$ cat src/rtl/msec_pkg.sv
// constants, register map and timing for the misc sense/enable/cascade block
// Behaviour
// RULE1: reset clears every register; the driver holds reset at least 160 ns (the bench's first reset lasts only 100 ns).
// RULE2: internal logic finishes initialising within 960 ns after reset; init_done_o rises 25 cycles (1000 ns) after release.
// RULE3: reset forces mode bit 0 to zero, selecting stopped mode.
// RULE4: sense bit 0 sets when sense input 0 stays asserted 160 ns.
// RULE5: sense bit 1 sets when sense input 1 stays asserted 160 ns.
// RULE6: latched sense bits stay set until cleared by a bus write.
// RULE7: user output 0 follows enable bit 0 of the user register.
// RULE8: user output 1 follows enable bit 1 of the user register.
// RULE9: cascade start is raised only after all devices enable and release ready.
// RULE10: with cascade enabled, ready is released after a JK pair arrives.
// RULE11: sense inputs are synchronised and must be seen on consecutive samples.
// RULE12: user register enable and sense bits read back; enable bits are writable.
package msec_pkg;

  // clock and timing figures
  localparam int CLK_PERIOD_NS  = 40;
  localparam int RST_MIN_NS     = 160;
  localparam int INIT_NS        = 960;
  localparam int SENSE_MIN_NS   = 160;
  // longest time rounds down, least time rounds up
  localparam int INIT_CYC       = INIT_NS / CLK_PERIOD_NS;
  localparam int SENSE_MIN_CYC  =
    (SENSE_MIN_NS + CLK_PERIOD_NS - 1) / CLK_PERIOD_NS;
  localparam int RST_MIN_CYC    =
    (RST_MIN_NS + CLK_PERIOD_NS - 1) / CLK_PERIOD_NS;

  // control bus geometry
  localparam int ADDR_W         = 5;
  localparam int DATA_W         = 8;

  // register offsets
  localparam logic [4:0] ADDR_MODE    = 5'h00;
  localparam logic [4:0] ADDR_USER_IO = 5'h0F;

  // operating mode register fields
  localparam int MODE_RUN_BIT     = 0;
  localparam int MODE_CASCADE_BIT = 1;
  localparam int MODE_RDY_REL_BIT = 6;
  localparam int MODE_STARTED_BIT = 7;

  // user io register fields
  localparam int UIO_SENSE0_BIT  = 0;
  localparam int UIO_SENSE1_BIT  = 1;
  localparam int UIO_ENABLE0_BIT = 2;
  localparam int UIO_ENABLE1_BIT = 3;

  // reset values and unmapped read data
  localparam logic [7:0] MODE_RESET   = 8'h00;
  localparam logic [7:0] USER_IO_RESET = 8'h00;
  localparam logic [7:0] RDATA_UNMAPPED = 8'h00;

  // control bus cycle states
  typedef enum logic [1:0] {
    MSEC_BUS_INIT,
    MSEC_BUS_IDLE,
    MSEC_BUS_ACKED
  } msec_bus_e;

endpackage

$ cat src/rtl/msec_sense_latch.sv
// one sticky sense input: synchroniser, minimum-width filter and latch
`timescale 1ns/1ps
module msec_sense_latch #(
  parameter int MIN_CYC = 4
) (
  input  wire logic mclk_i,
  input  wire logic rst_i,
  input  wire logic pin_i,
  input  wire logic clr_i,
  output logic      sense_o
);

  localparam int CNT_W = $clog2(MIN_CYC + 1);
  localparam logic [CNT_W-1:0] CNT_MAX = CNT_W'(MIN_CYC);

  logic             sync1_q;
  logic             sync2_q;
  logic [CNT_W-1:0] run_q;
  logic             set_w;

  // RULE11: two-stage synchroniser
  always_ff @(posedge mclk_i or posedge rst_i) begin
    if (rst_i) begin
      sync1_q <= 1'b0;
      sync2_q <= 1'b0;
    end else begin
      sync1_q <= pin_i;
      sync2_q <= sync1_q;
    end
  end

  // RULE11: count consecutive samples
  // the count saturates so a long pulse cannot wrap and re-arm
  always_ff @(posedge mclk_i or posedge rst_i) begin
    if (rst_i) begin
      run_q <= '0;
    end else if (!sync2_q) begin
      run_q <= '0;
    end else if (run_q != CNT_MAX) begin
      run_q <= run_q + CNT_W'(1);
    end
  end

  assign set_w = (run_q == CNT_MAX);

  // RULE6: sticky, set beats clear
  always_ff @(posedge mclk_i or posedge rst_i) begin
    if (rst_i) begin
      sense_o <= 1'b0;
    end else if (set_w) begin
      sense_o <= 1'b1;
    end else if (clr_i) begin
      sense_o <= 1'b0;
    end
  end

endmodule

$ cat src/rtl/msec_top.sv
// misc pin logic: reset init, user sense/enable register, cascade ready
`timescale 1ns/1ps
module msec_top
  import msec_pkg::*;
#(
  parameter int SENSE_CYC = msec_pkg::SENSE_MIN_CYC,
  parameter int INIT_CYCLES = msec_pkg::INIT_CYC
) (
  input  wire logic                        mclk_i,
  input  wire logic                        rst_i,
  // control bus
  input  wire logic                        ce_n_i,
  input  wire logic                        rd_wr_n_i,
  input  wire logic [msec_pkg::ADDR_W-1:0] cba_i,
  input  wire logic [msec_pkg::DATA_W-1:0] cbd_i,
  output logic      [msec_pkg::DATA_W-1:0] cbd_o,
  output logic                             cbd_oe_o,
  output logic                             ack_n_o,
  output logic                             ack_oe_o,
  // user pins
  input  wire logic                        sense_in0_i,
  input  wire logic                        sense_in1_i,
  output logic                             user_out0_o,
  output logic                             user_out1_o,
  // cascade pins and receive path event
  input  wire logic                        cascade_start_i,
  input  wire logic                        jk_pair_i,
  output logic                             cascade_rdy_out_o,
  output logic                             cascade_rdy_out_oe_o,
  // status
  output logic                             run_mode_o,
  output logic                             init_done_o
);

  localparam int INIT_W = $clog2(INIT_CYCLES + 1);
  localparam logic [INIT_W-1:0] INIT_LAST = INIT_W'(INIT_CYCLES);

  msec_bus_e   bus_q;
  logic [INIT_W-1:0] init_cnt_q;
  logic [7:0]  mode_q;
  logic        enable0_q;
  logic        enable1_q;
  logic        rdy_released_q;
  logic        started_q;
  logic        sense0_w;
  logic        sense1_w;
  logic        clr0_w;
  logic        clr1_w;
  logic        take_w;
  logic        wr_w;
  logic [7:0]  rd_mux_w;
  logic [7:0]  mode_view_w;
  logic [7:0]  uio_view_w;

  // RULE2: init counter after reset release
  // the bus is deaf until it expires, so early cycles never half-complete
  always_ff @(posedge mclk_i or posedge rst_i) begin
    if (rst_i) begin
      init_cnt_q <= '0;
    end else if (init_cnt_q != INIT_LAST) begin
      init_cnt_q <= init_cnt_q + INIT_W'(1);
    end
  end

  // RULE2: init done flag
  always_ff @(posedge mclk_i or posedge rst_i) begin
    if (rst_i) begin
      init_done_o <= 1'b0;
    end else begin
      init_done_o <= (init_cnt_q == INIT_LAST);
    end
  end

  // a cycle is taken once per chip-enable low period
  assign take_w = (bus_q == MSEC_BUS_IDLE) && !ce_n_i;
  assign wr_w   = take_w && !rd_wr_n_i;

  // control bus cycle sequencer
  always_ff @(posedge mclk_i or posedge rst_i) begin
    if (rst_i) begin
      bus_q <= MSEC_BUS_INIT;
    end else begin
      case (bus_q)
        MSEC_BUS_INIT: begin
          if (init_done_o) begin
            bus_q <= MSEC_BUS_IDLE;
          end
        end
        MSEC_BUS_IDLE: begin
          if (!ce_n_i) begin
            bus_q <= MSEC_BUS_ACKED;
          end
        end
        MSEC_BUS_ACKED: begin
          if (ce_n_i) begin
            bus_q <= MSEC_BUS_IDLE;
          end
        end
        default: begin
          bus_q <= MSEC_BUS_INIT;
        end
      endcase
    end
  end

  // acknowledge held low while chip enable stays low
  always_ff @(posedge mclk_i or posedge rst_i) begin
    if (rst_i) begin
      ack_oe_o <= 1'b0;
      ack_n_o  <= 1'b0;
    end else begin
      ack_n_o <= 1'b0; // open drain: only ever pulls low
      if (take_w) begin
        ack_oe_o <= 1'b1;
      end else if (ce_n_i) begin
        ack_oe_o <= 1'b0;
      end
    end
  end

  // readback views of the two registers
  always_comb begin
    mode_view_w = mode_q;
    mode_view_w[MODE_RDY_REL_BIT] = rdy_released_q;
    mode_view_w[MODE_STARTED_BIT] = started_q;
    uio_view_w = 8'h00;
    uio_view_w[UIO_SENSE0_BIT]  = sense0_w;
    uio_view_w[UIO_SENSE1_BIT]  = sense1_w;
    uio_view_w[UIO_ENABLE0_BIT] = enable0_q;
    uio_view_w[UIO_ENABLE1_BIT] = enable1_q;
  end

  // RULE12: read address decode
  always_comb begin
    case (cba_i)
      ADDR_MODE:    rd_mux_w = mode_view_w;
      ADDR_USER_IO: rd_mux_w = uio_view_w;
      default:      rd_mux_w = RDATA_UNMAPPED;
    endcase
  end

  // read data captured at the taking edge, driven while acked
  always_ff @(posedge mclk_i or posedge rst_i) begin
    if (rst_i) begin
      cbd_o    <= 8'h00;
      cbd_oe_o <= 1'b0;
    end else if (take_w) begin
      cbd_o    <= rd_mux_w;
      cbd_oe_o <= rd_wr_n_i;
    end else if (ce_n_i) begin
      cbd_oe_o <= 1'b0;
    end
  end

  // RULE1: registers cleared by reset
  // RULE3: mode bit 0 forced to stop
  always_ff @(posedge mclk_i or posedge rst_i) begin
    if (rst_i) begin
      mode_q <= MODE_RESET;
    end else if (wr_w && (cba_i == ADDR_MODE)) begin
      mode_q <= cbd_i;
      // status bits live elsewhere and read through the view
      mode_q[MODE_RDY_REL_BIT] <= 1'b0;
      mode_q[MODE_STARTED_BIT] <= 1'b0;
    end
  end

  assign run_mode_o = mode_q[MODE_RUN_BIT];

  // RULE12: enable bits writable
  always_ff @(posedge mclk_i or posedge rst_i) begin
    if (rst_i) begin
      enable0_q <= USER_IO_RESET[UIO_ENABLE0_BIT];
      enable1_q <= USER_IO_RESET[UIO_ENABLE1_BIT];
    end else if (wr_w && (cba_i == ADDR_USER_IO)) begin
      enable0_q <= cbd_i[UIO_ENABLE0_BIT];
      enable1_q <= cbd_i[UIO_ENABLE1_BIT];
    end
  end

  // RULE7: user output 0 pin
  // RULE8: user output 1 pin
  // one extra flop keeps the pins glitch free
  always_ff @(posedge mclk_i or posedge rst_i) begin
    if (rst_i) begin
      user_out0_o <= 1'b0;
      user_out1_o <= 1'b0;
    end else begin
      user_out0_o <= enable0_q;
      user_out1_o <= enable1_q;
    end
  end

  // RULE6: writing zero to a sense bit clears it
  assign clr0_w = wr_w && (cba_i == ADDR_USER_IO) && !cbd_i[UIO_SENSE0_BIT];
  assign clr1_w = wr_w && (cba_i == ADDR_USER_IO) && !cbd_i[UIO_SENSE1_BIT];

  // RULE4: sense input 0 latch
  msec_sense_latch #(
    .MIN_CYC (SENSE_CYC)
  ) u_sense0 (
    .mclk_i  (mclk_i),
    .rst_i   (rst_i),
    .pin_i   (sense_in0_i),
    .clr_i   (clr0_w),
    .sense_o (sense0_w)
  );

  // RULE5: sense input 1 latch
  msec_sense_latch #(
    .MIN_CYC (SENSE_CYC)
  ) u_sense1 (
    .mclk_i  (mclk_i),
    .rst_i   (rst_i),
    .pin_i   (sense_in1_i),
    .clr_i   (clr1_w),
    .sense_o (sense1_w)
  );

  // RULE10: release ready after JK pair
  // leaving cascade mode re-arms, so a later entry waits for a fresh JK
  always_ff @(posedge mclk_i or posedge rst_i) begin
    if (rst_i) begin
      rdy_released_q <= 1'b0;
    end else if (!mode_q[MODE_CASCADE_BIT]) begin
      rdy_released_q <= 1'b0;
    end else if (jk_pair_i) begin
      rdy_released_q <= 1'b1;
    end
  end

  // RULE9: start only counts once released
  // the pin is trusted as synchronous; a start seen early is ignored
  always_ff @(posedge mclk_i or posedge rst_i) begin
    if (rst_i) begin
      started_q <= 1'b0;
    end else if (!mode_q[MODE_CASCADE_BIT]) begin
      started_q <= 1'b0;
    end else if (cascade_start_i && rdy_released_q) begin
      started_q <= 1'b1;
    end
  end

  // open-drain ready: pulled low until released
  always_ff @(posedge mclk_i or posedge rst_i) begin
    if (rst_i) begin
      cascade_rdy_out_o    <= 1'b0;
      cascade_rdy_out_oe_o <= 1'b1;
    end else begin
      cascade_rdy_out_o    <= 1'b0;
      cascade_rdy_out_oe_o <= !rdy_released_q;
    end
  end

endmodule

$ cat config.mk
export PLATFORM = sky130hd
export DESIGN_NAME = msec_top
export DESIGN_NICKNAME = d
export VERILOG_FILES = /design/src/rtl/msec_pkg.sv /design/src/rtl/msec_sense_latch.sv /design/src/rtl/msec_top.sv
export SDC_FILE = /design/constraint.sdc
export NUM_CORES = 1
export LEC_CHECK = 0
export ABC_AREA = 1
export ABC_CLOCK_PERIOD_IN_PS = 1300
export BUFFER_PORTS_ARGS = -buffer_cell sky130_fd_sc_hd__buf_2
export CAP_MARGIN = 5
export CORE_ASPECT_RATIO = 1.2
export CORE_MARGIN = 3
export CORE_UTILIZATION = 53
export CTS_CLUSTER_SIZE = 28
export DETAILED_ROUTE_END_ITERATION = 10
export HOLD_SLACK_MARGIN = 0.12
export PLACE_DENSITY = 0.78
export REMOVE_ABC_BUFFERS = 1
export SYNTH_ARGS = -nofsm -noshare
export SYNTH_HDL_FRONTEND = slang
export SYNTH_SLANG_ARGS = --single-unit
$ cat constraint.sdc
create_clock -name mclk_i -period 1.3 [get_ports mclk_i]
set_input_delay 0.065 -clock mclk_i [delete_from_list [all_inputs] [get_ports mclk_i]]
set_output_delay 0.065 -clock mclk_i [all_outputs]
set_load 0.05 [all_outputs]
==> out/results.txt, run 1 <==
Worst EP arrival -> 1520 ps
Max clock buf depth -> 2
Clock net sink count -> 43
# rows -> 22
Initial Util -> 57.6%
GRT Residual Overflow -> 0
Placer Congestion -> 0.796
Total chip power -> 2.87 mW
Worst setup EP type -> flip-flop
DRT Wirelength -> 3650 um
Critical-path top delay cell -> dlygate4sd3_1
CP Cell Sequence -> dlygate4sd3_1 -> buf_2 -> nor2_2 -> nand2_2 -> nor2_4 -> buf_4 -> nand3_1 -> nand2_1
Synthesized instance count -> 195
CP Max Fanout -> 10
DR iter-0 viols -> 93
First-pass GRT wire length -> 6180 um
Count of cell types in the netlist -> 21
Max Slew Vio Count -> 0
Synth Cell Area -> 0.00184 mm^2
Max IR drop VDD -> 1.03 mV
Vias/cell -> 5.10
Chip Height -> 70.5 um
Crit Path Class -> input pin to flip-flop
Final total negative setup slack -> 0 ps
Setup crit start kind -> input pin
Final HPWL DP -> 2360 um
Fmax -> 815 MHz
Final setup margin -> 73.2 ps
Cts bufs inserted -> 5
Final hold viol count -> 0
Drt drc -> 0
Root Buffer -> clkbuf_4
Status -> finished, final reports clean
Synth area leaders -> dfrtp_1, nand2_1, nand3_1
WL/cell -> 12.5 um
Synth-to-Final Area Change -> 24.9%
Avg Cell Area, Syn -> 9.43 um^2
Final Util -> 71.9%
Hold Crit Class -> input pin to flip-flop
Fill count -> 247
Routed Antenna Nets -> 0
Fin crit share -> 94.4%
Register area -> 0.00108 mm^2
Dpl ws -> 85.3 ps
LEAKAGE -> 1.24 nW
Core area -> 0.00319 mm^2
Clock slew at reported path FFs -> 110 ps
Area of the multi-input gates -> 654 um^2
Synth area leader -> dfrtp_1
Max Cap Viol -> 0
Largest net degree at the start of global routing -> 44
# port buffers -> 33
Post-route cell area -> 0.00230 mm^2
I/O pin count -> 38
Share of the synthesized area in the top cell type -> 57.1%
Vias in the first global route -> 1498
Final setup fails -> 0
GRT Total Usage -> 19.3%
PwrDens -> 1250 mW/mm^2
Die ar. -> 0.00422 mm^2
Fin crit period -> 1230 ps
Via count -> 1483
Clk Latency, worst-skew pair -> 350 ps
TritonRoute pass-1 iters -> 4
CTS tree -> yes
Clk_skew -> 18.3 ps
Placement Cell Area -> 0.00206 mm^2
Fraction of layout instances using a drive strength above 1 -> 22.4%
Fin nets -> 281
Sequential area share after synthesis -> 58.6%
Max incr delay on CP -> 540 ps
Chip Width -> 59.8 um
Synth Warn # -> 0
CTS H-Tree Depth -> 2
Worst EP required -> 1590 ps
Diode count -> 0
Post-synthesis register bit count -> 43
RSZ-0062 raised after global routing -> no
Initial antenna violation count -> 0
-- synth_stat cells --
cell type	n
a21oi_1	3
a31oi_1	2
buf_4	3
buf_6	2
conb_1	1
dfrtp_1	42
dfstp_2	1
ha_1	6
inv_1	18
inv_2	3
nand2_1	59
nand2_2	1
nand3_1	26
nand3_2	1
nand4_1	4
nor2_1	6
nor2_2	3
nor2_4	2
o21ai_0	8
xnor2_1	2
xor2_1	2
-- where the power goes --
part	leakage, nW	switching, mW	internal (mW)
combinational	0.665	0.476	0.230
clock	0.0265	0.388	0.216
sequential	0.550	0.0869	1.47
-- final timing paths --
path / start / endpoint / slack [ps] / depth (start not counted)
worst max-delay path: cba_i[2] / cbd_o[5] / 70 / 8
worst min-delay path: cba_i[4] / mode_q[0] / 120 / 5
worst max register to register: bus_q[1] / enable0_q / 100 / 7
worst min register to register: u_sense1.sync1_q / u_sense1.sync2_q / 360 / 0
max in group asynchronous: rst_i / cascade_rdy_out_oe_o / 740 / 4
min in group asynchronous: rst_i / u_sense0.run_q[2] / 290 / 4
-- routing by layer --
metal,wire length [um],GRT usage [%],vias up
met5,0,0,-
met4,91,10.3,0
met3,166,3.65,12
met2,1880,33.7,45
met1,1510,21.5,692
li1,-,-,734
-- sequential cells by signal (all words and copies together) (netlist names), 2 cells and up --
signal and cells:
u_sense0.run_q 3, u_sense1.run_q 3, bus_q 2, mode_q 6, cbd_o 8, init_cnt_q 5
-- per-stage QoR --
step	hold slack, ps	std cells
5_1_grt	124	291
3_5_place_dp	138	265
3_3_place_gp	138	265
2_1_floorplan	96.4	191
6_report	118	291
4_1_cts	142	290
-- layout by cell type (no fill, tap or decap), drive strengths merged --
cell type | netlist | final
dfstp | 1 | 1
nand2 | 60 | 60
a31oi | 2 | 2
nand3 | 27 | 27
conb | 1 | 2
dfrtp | 42 | 42
inv | 21 | 21
nand4 | 4 | 4
xnor2 | 2 | 2
buf | 5 | 39
o21ai | 8 | 8
dlygate4sd3 | 0 | 17
ha | 6 | 6
a21oi | 3 | 3
nor2 | 11 | 11
xor2 | 2 | 2
clkbuf | 0 | 8
-- kinds of logic after synthesis --
logic type	Yosys count	synth area share, %
buf+inv	26	6.73
fa+ha+maj	6	4.08
xor+xnor	4	1.91
compound gates	13	3.67
simple gates	102	24.8
flops	43	58.6
other cells	1	0.204
-- cell type report --
cell class / instances / area share [%]
Multi-Input combinational cell: 127 / 28.5
Inverter: 21 / 3.43
Sequential cell: 43 / 46.9
Clock buffer: 8 / 2.12
Timing Repair Buffer: 56 / 17.1
Tap cell: 36 / 1.96
-- what timing repair did --
item	in CTS	in global routing
buffers inserted	0	1
endpoints found under the setup margin	0	10
hold buffers	17	0
endpoints found under the hold margin	65	0
resized for setup	0	4
-- critical path, delay by kind of cell --
family | cells | cell delay, ps
buffers and inverters | 3 | 840
and+or+nand+nor | 5 | 590
(Power assumes the default switching activity.)
==> run 2, diff against run 1 <==
--- a/config.mk
+++ b/config.mk
@@ -15,8 +15,10 @@
 export CTS_CLUSTER_SIZE = 28
 export DETAILED_ROUTE_END_ITERATION = 10
 export HOLD_SLACK_MARGIN = 0.12
-export PLACE_DENSITY = 0.78
+export MAX_ROUTING_LAYER = met4
+export PLACE_DENSITY = 0.77
 export REMOVE_ABC_BUFFERS = 1
 export SYNTH_ARGS = -nofsm -noshare
 export SYNTH_HDL_FRONTEND = slang
+export SYNTH_HIERARCHICAL = 1
 export SYNTH_SLANG_ARGS = --single-unit
==> run 2 against run 1 <==
Combinational power is 10% higher. Clock power up 72%. Sequential share of layout area down 1.2 points. Via count barely moved. Area after synthesis grew 2.0%. Critical path depth is the same. Worst setup slack improved by 3.1 ps. Worst hold slack improved by 29 ps. Cell count is 0.69% higher. Sequential cell count stayed put. Critical path type unchanged. Highest routed layer unchanged.
==> out/results.txt, run 2 <==
Sw Share -> 31.3% (-1.8 points)
Post-synthesis async set-or-reset flop share -> 100% (unchanged)
Max Slew Vio Count -> 0 (unchanged)
Vias in the first global route -> 1423 (-5.0%)
Most frequent cell after synthesis -> nand2_1
Synth Area in Compound Gates -> 2.40% (-1.3 points)
Share of the synthesized area in the top cell type -> 56.0% (-1.1 points)
Core area -> 0.00337 mm^2 (+5.4%)
Fin crit period -> 1220 ps (-3.13 ps)
Max clock buf depth -> 2 (unchanged)
Post-Synth Adder-Cell Area -> 4.00% (-0.079 points)
Worst hold path depth -> 6 (+1)
Synth Warn # -> 6 (+6)
Final Util -> 70.0% (-1.9 points)
Fill count -> 262 (+6.1%)
Synth-to-Final Area Change -> 25.7%
Largest family of logic cells by synthesized area -> simple AND/OR/NAND/NOR gates
Dpl ws -> 92.8 ps (+7.50 ps)
CP Max Fanout -> 6 (-4)
Most used DFF post-synth -> dfrtp_1
Reg power frac -> 45.9% (-8.4 points)
Drt drc -> 0 (unchanged)
I/O pin count -> 38 (unchanged)
P_int -> 2.31 mW (+21%)
Clock share of power -> 30.9% (+9.8 points)
Final hold viol count -> 0 (unchanged)
Via count -> 1482 (-0.067%)
WL/cell -> 12.4 um (-0.85%)
Clk_skew -> 5.36 ps (-12.9 ps)
Largest registers -> cbd_o (8), mode_q (6), init_cnt_q (5)
TritonRoute pass-1 iters -> 4 (unchanged)
Synth area leaders -> dfrtp_1, nand2_1, nand3_1
FF-to-FF path depth -> 7 (unchanged)
Cts bufs inserted -> 5 (unchanged)
Area of the multi-input gates -> 698 um^2 (+6.7%)
Status -> finished, final reports clean
RSZ-0062 raised after global routing -> no
Final HPWL DP -> 2470 um (+4.7%)
Post-synthesis register bit count -> 43 (unchanged)
Initial Util -> 55.7% (-1.9 points)
LEAKAGE -> 1.33 nW (+6.9%)
Placement Cell Area -> 0.00209 mm^2 (+1.4%)
Dpl cells -> 269 (+1.5%)
Crit Path Class -> input pin to flip-flop
Max IR drop VDD -> 1.12 mV (+8.9%)
Worst EP arrival -> 1460 ps (-60 ps)
Worst EP required -> 1540 ps (-50 ps)
Count of cell types in the netlist -> 23 (+9.5%)
Fin cells -> 293 (+0.69%)
Synth Area in XOR/XNOR -> 1.87% (-0.037 points)
Top cells by count, synth -> nand2_1, dfrtp_1, nand3_1
Final setup fails -> 0 (unchanged)
Final setup margin -> 76.4 ps (+3.13 ps)
Max Cap Viol -> 0 (unchanged)
Fin nets -> 282 (+0.36%)
Register area -> 0.00108 mm^2 (unchanged)
Avg Cell Area, Syn -> 9.47 um^2 (+0.43%)
Synthesized instance count -> 198 (+1.5%)
Fraction of layout instances using a drive strength above 1 -> 24.2% (+1.9 points)
# port buffers -> 33 (unchanged)
CTS tree -> yes
Synth area leader -> dfrtp_1
Clock slew at reported path FFs -> 80 ps (-30 ps)
Combinational share of power -> 23.1% (-1.5 points)
Critical-path top delay cell -> dlygate4sd3_1
Initial antenna violation count -> 0 (unchanged)
Post-route cell area -> 0.00236 mm^2 (+2.6%)
Root Buffer -> clkbuf_8
Fmax -> 817 MHz (+0.26%)
Commonest non-fill, non-tap cell in the layout -> nand2_1
Routed Antenna Nets -> 0 (unchanged)
Chip Height -> 71.2 um (+0.90%)
Synth Cell Area -> 0.00188 mm^2 (+2.0%)
Diode count -> 0 (unchanged)
Clock net sink count -> 43 (unchanged)
DR iter-0 viols -> 63 (-32%)
# rows -> 23 (+4.5%)
Largest net degree at the start of global routing -> 32 (-27%)
Chip Width -> 60.3 um (+0.89%)
Vias/cell -> 5.06 (-0.75%)
Worst setup EP type -> flip-flop
Hold Crit Class -> input pin to flip-flop
GRT Total Usage -> 20.1% (+0.81 points)
Most frequent cells in the layout -> nand2_1, dfrtp_1, buf_2
Largest register by flop count -> cbd_o
Max incr delay on CP -> 550 ps (about the same)
Multiplexer share of the synthesized area -> 0% (unchanged)
Max reg flops -> 8 (unchanged)
Sw Pwr -> 1.05 mW (+11%)
GRT Residual Overflow -> 0 (unchanged)
Post-synthesis simple-gate area fraction -> 28.3% (+3.5 points)
PwrDens -> 1430 mW/mm^2 (+14%)
Clk Latency, worst-skew pair -> 300 ps (-50 ps)
CP Cell Sequence -> dlygate4sd3_1 -> buf_2 -> inv_1 -> nand2_4 -> nor2_8 -> buf_4 -> nand3_1 -> nand2_1
Sequential area share after synthesis -> 57.4% (-1.1 points)
Worst R2R Setup Slack -> 90 ps (about the same)
Setup crit start kind -> input pin
Die ar. -> 0.00429 mm^2 (+1.8%)
Number of flops mapped to enable cells by yosys -> 0 (unchanged)
Fin crit share -> 94.1% (-0.24 points)
Placer Congestion -> 0.775 (-2.7%)
DRT Wirelength -> 3640 um (-0.16%)
Final total negative setup slack -> 0 ps (unchanged)
First-pass GRT wire length -> 6230 um (+0.89%)
CTS H-Tree Depth -> 2 (unchanged)
==> run 2: changes by cell type in the layout (fill, tap and decap cells not counted), moves of 3 or more <==
cell and change:
inv_1 +3, o21ai_1 +3, nand2_4 +3, o21ai_0 -4, clkbuf_8 +5, dlygate4sd3_1 -4, clkbuf_1 -3, clkbuf_4 -5
nand2_1 -9, nand4_1 +4, nor2_1 +11
==> run 2: per-layer routing <==
metal	wire length, um	part of all wire (%)	vias up	global-route usage (%)
li1	-	-	740	-
met1	1490	41	711	23.1
met2	1960	54	26	32.9
met3	161	4.4	5	6.20
met4	36	0.99	0	6.65
met5	0	0	-	-
==> run 2: logic make-up after synthesis <==
kind of cell	after synthesis
AOI/OAI and AO/OA	9
DFF	43
xor gates and xnor gates	4
adders and majority gates	6
other	1
buffers and inverters	25
and+or+nand+nor	110
==> run 2: area by class of cell <==
cell class	count	area share, %
Timing Repair Buffer	52	14.4
Clock buffer	5	2.92
Inverter	22	3.50
Clock inverter	3	1.86
Multi-Input combinational cell	131	29.6
Tap cell	37	1.96
Sequential cell	43	45.7
==> run 2: timing repair <==
action / CTS / global route
setup endpoints to repair: 0 / 10
resized for setup: 0 / 2
hold buffers: 13 / 0
buffers inserted: 0 / 3
hold endpoints to repair: 59 / 0
==> run 2: worst max-delay path: cells and delay by family <==
kind                   cells  cell delay [ps]
buffers and inverters      4              980
AND/OR/NAND/NOR            4              400
==> run 2: power by group through the flow <==
stage	Clock, mW	Sequential, mW	Combinational (mW)
6_report	1.04	1.55	0.778
5_1_grt	1.12	1.56	0.852
4_1_cts	1.06	1.55	0.693
3_5_place_dp	0	1.57	0.652
3_3_place_gp	0	1.56	0.638
2_1_floorplan	0	1.69	0.339
==> run 2: worst paths after layout <==
kind | start | to
worst max-delay path | ce_n_i | enable1_q
worst min-delay path | cba_i[3] | cbd_o[0]
worst max register to register | bus_q[0] | enable1_q
worst min register to register | u_sense1/sync1_q | u_sense1/sync2_q
max in group asynchronous | rst_i | cascade_rdy_out_oe_o
min in group asynchronous | rst_i | u_sense1/run_q[0]
==> run 2: through the flow <==
| step | total power [mW] | hold slack, ps |
|---|---|---|
| global route | 3.54 | 149 |
| CTS | 3.30 | 141 |
| global placement | 2.20 | 7.71 |
| floorplan | 2.03 | -144 |
| finish | 3.37 | 147 |
| detailed placement | 2.22 | 8.16 |
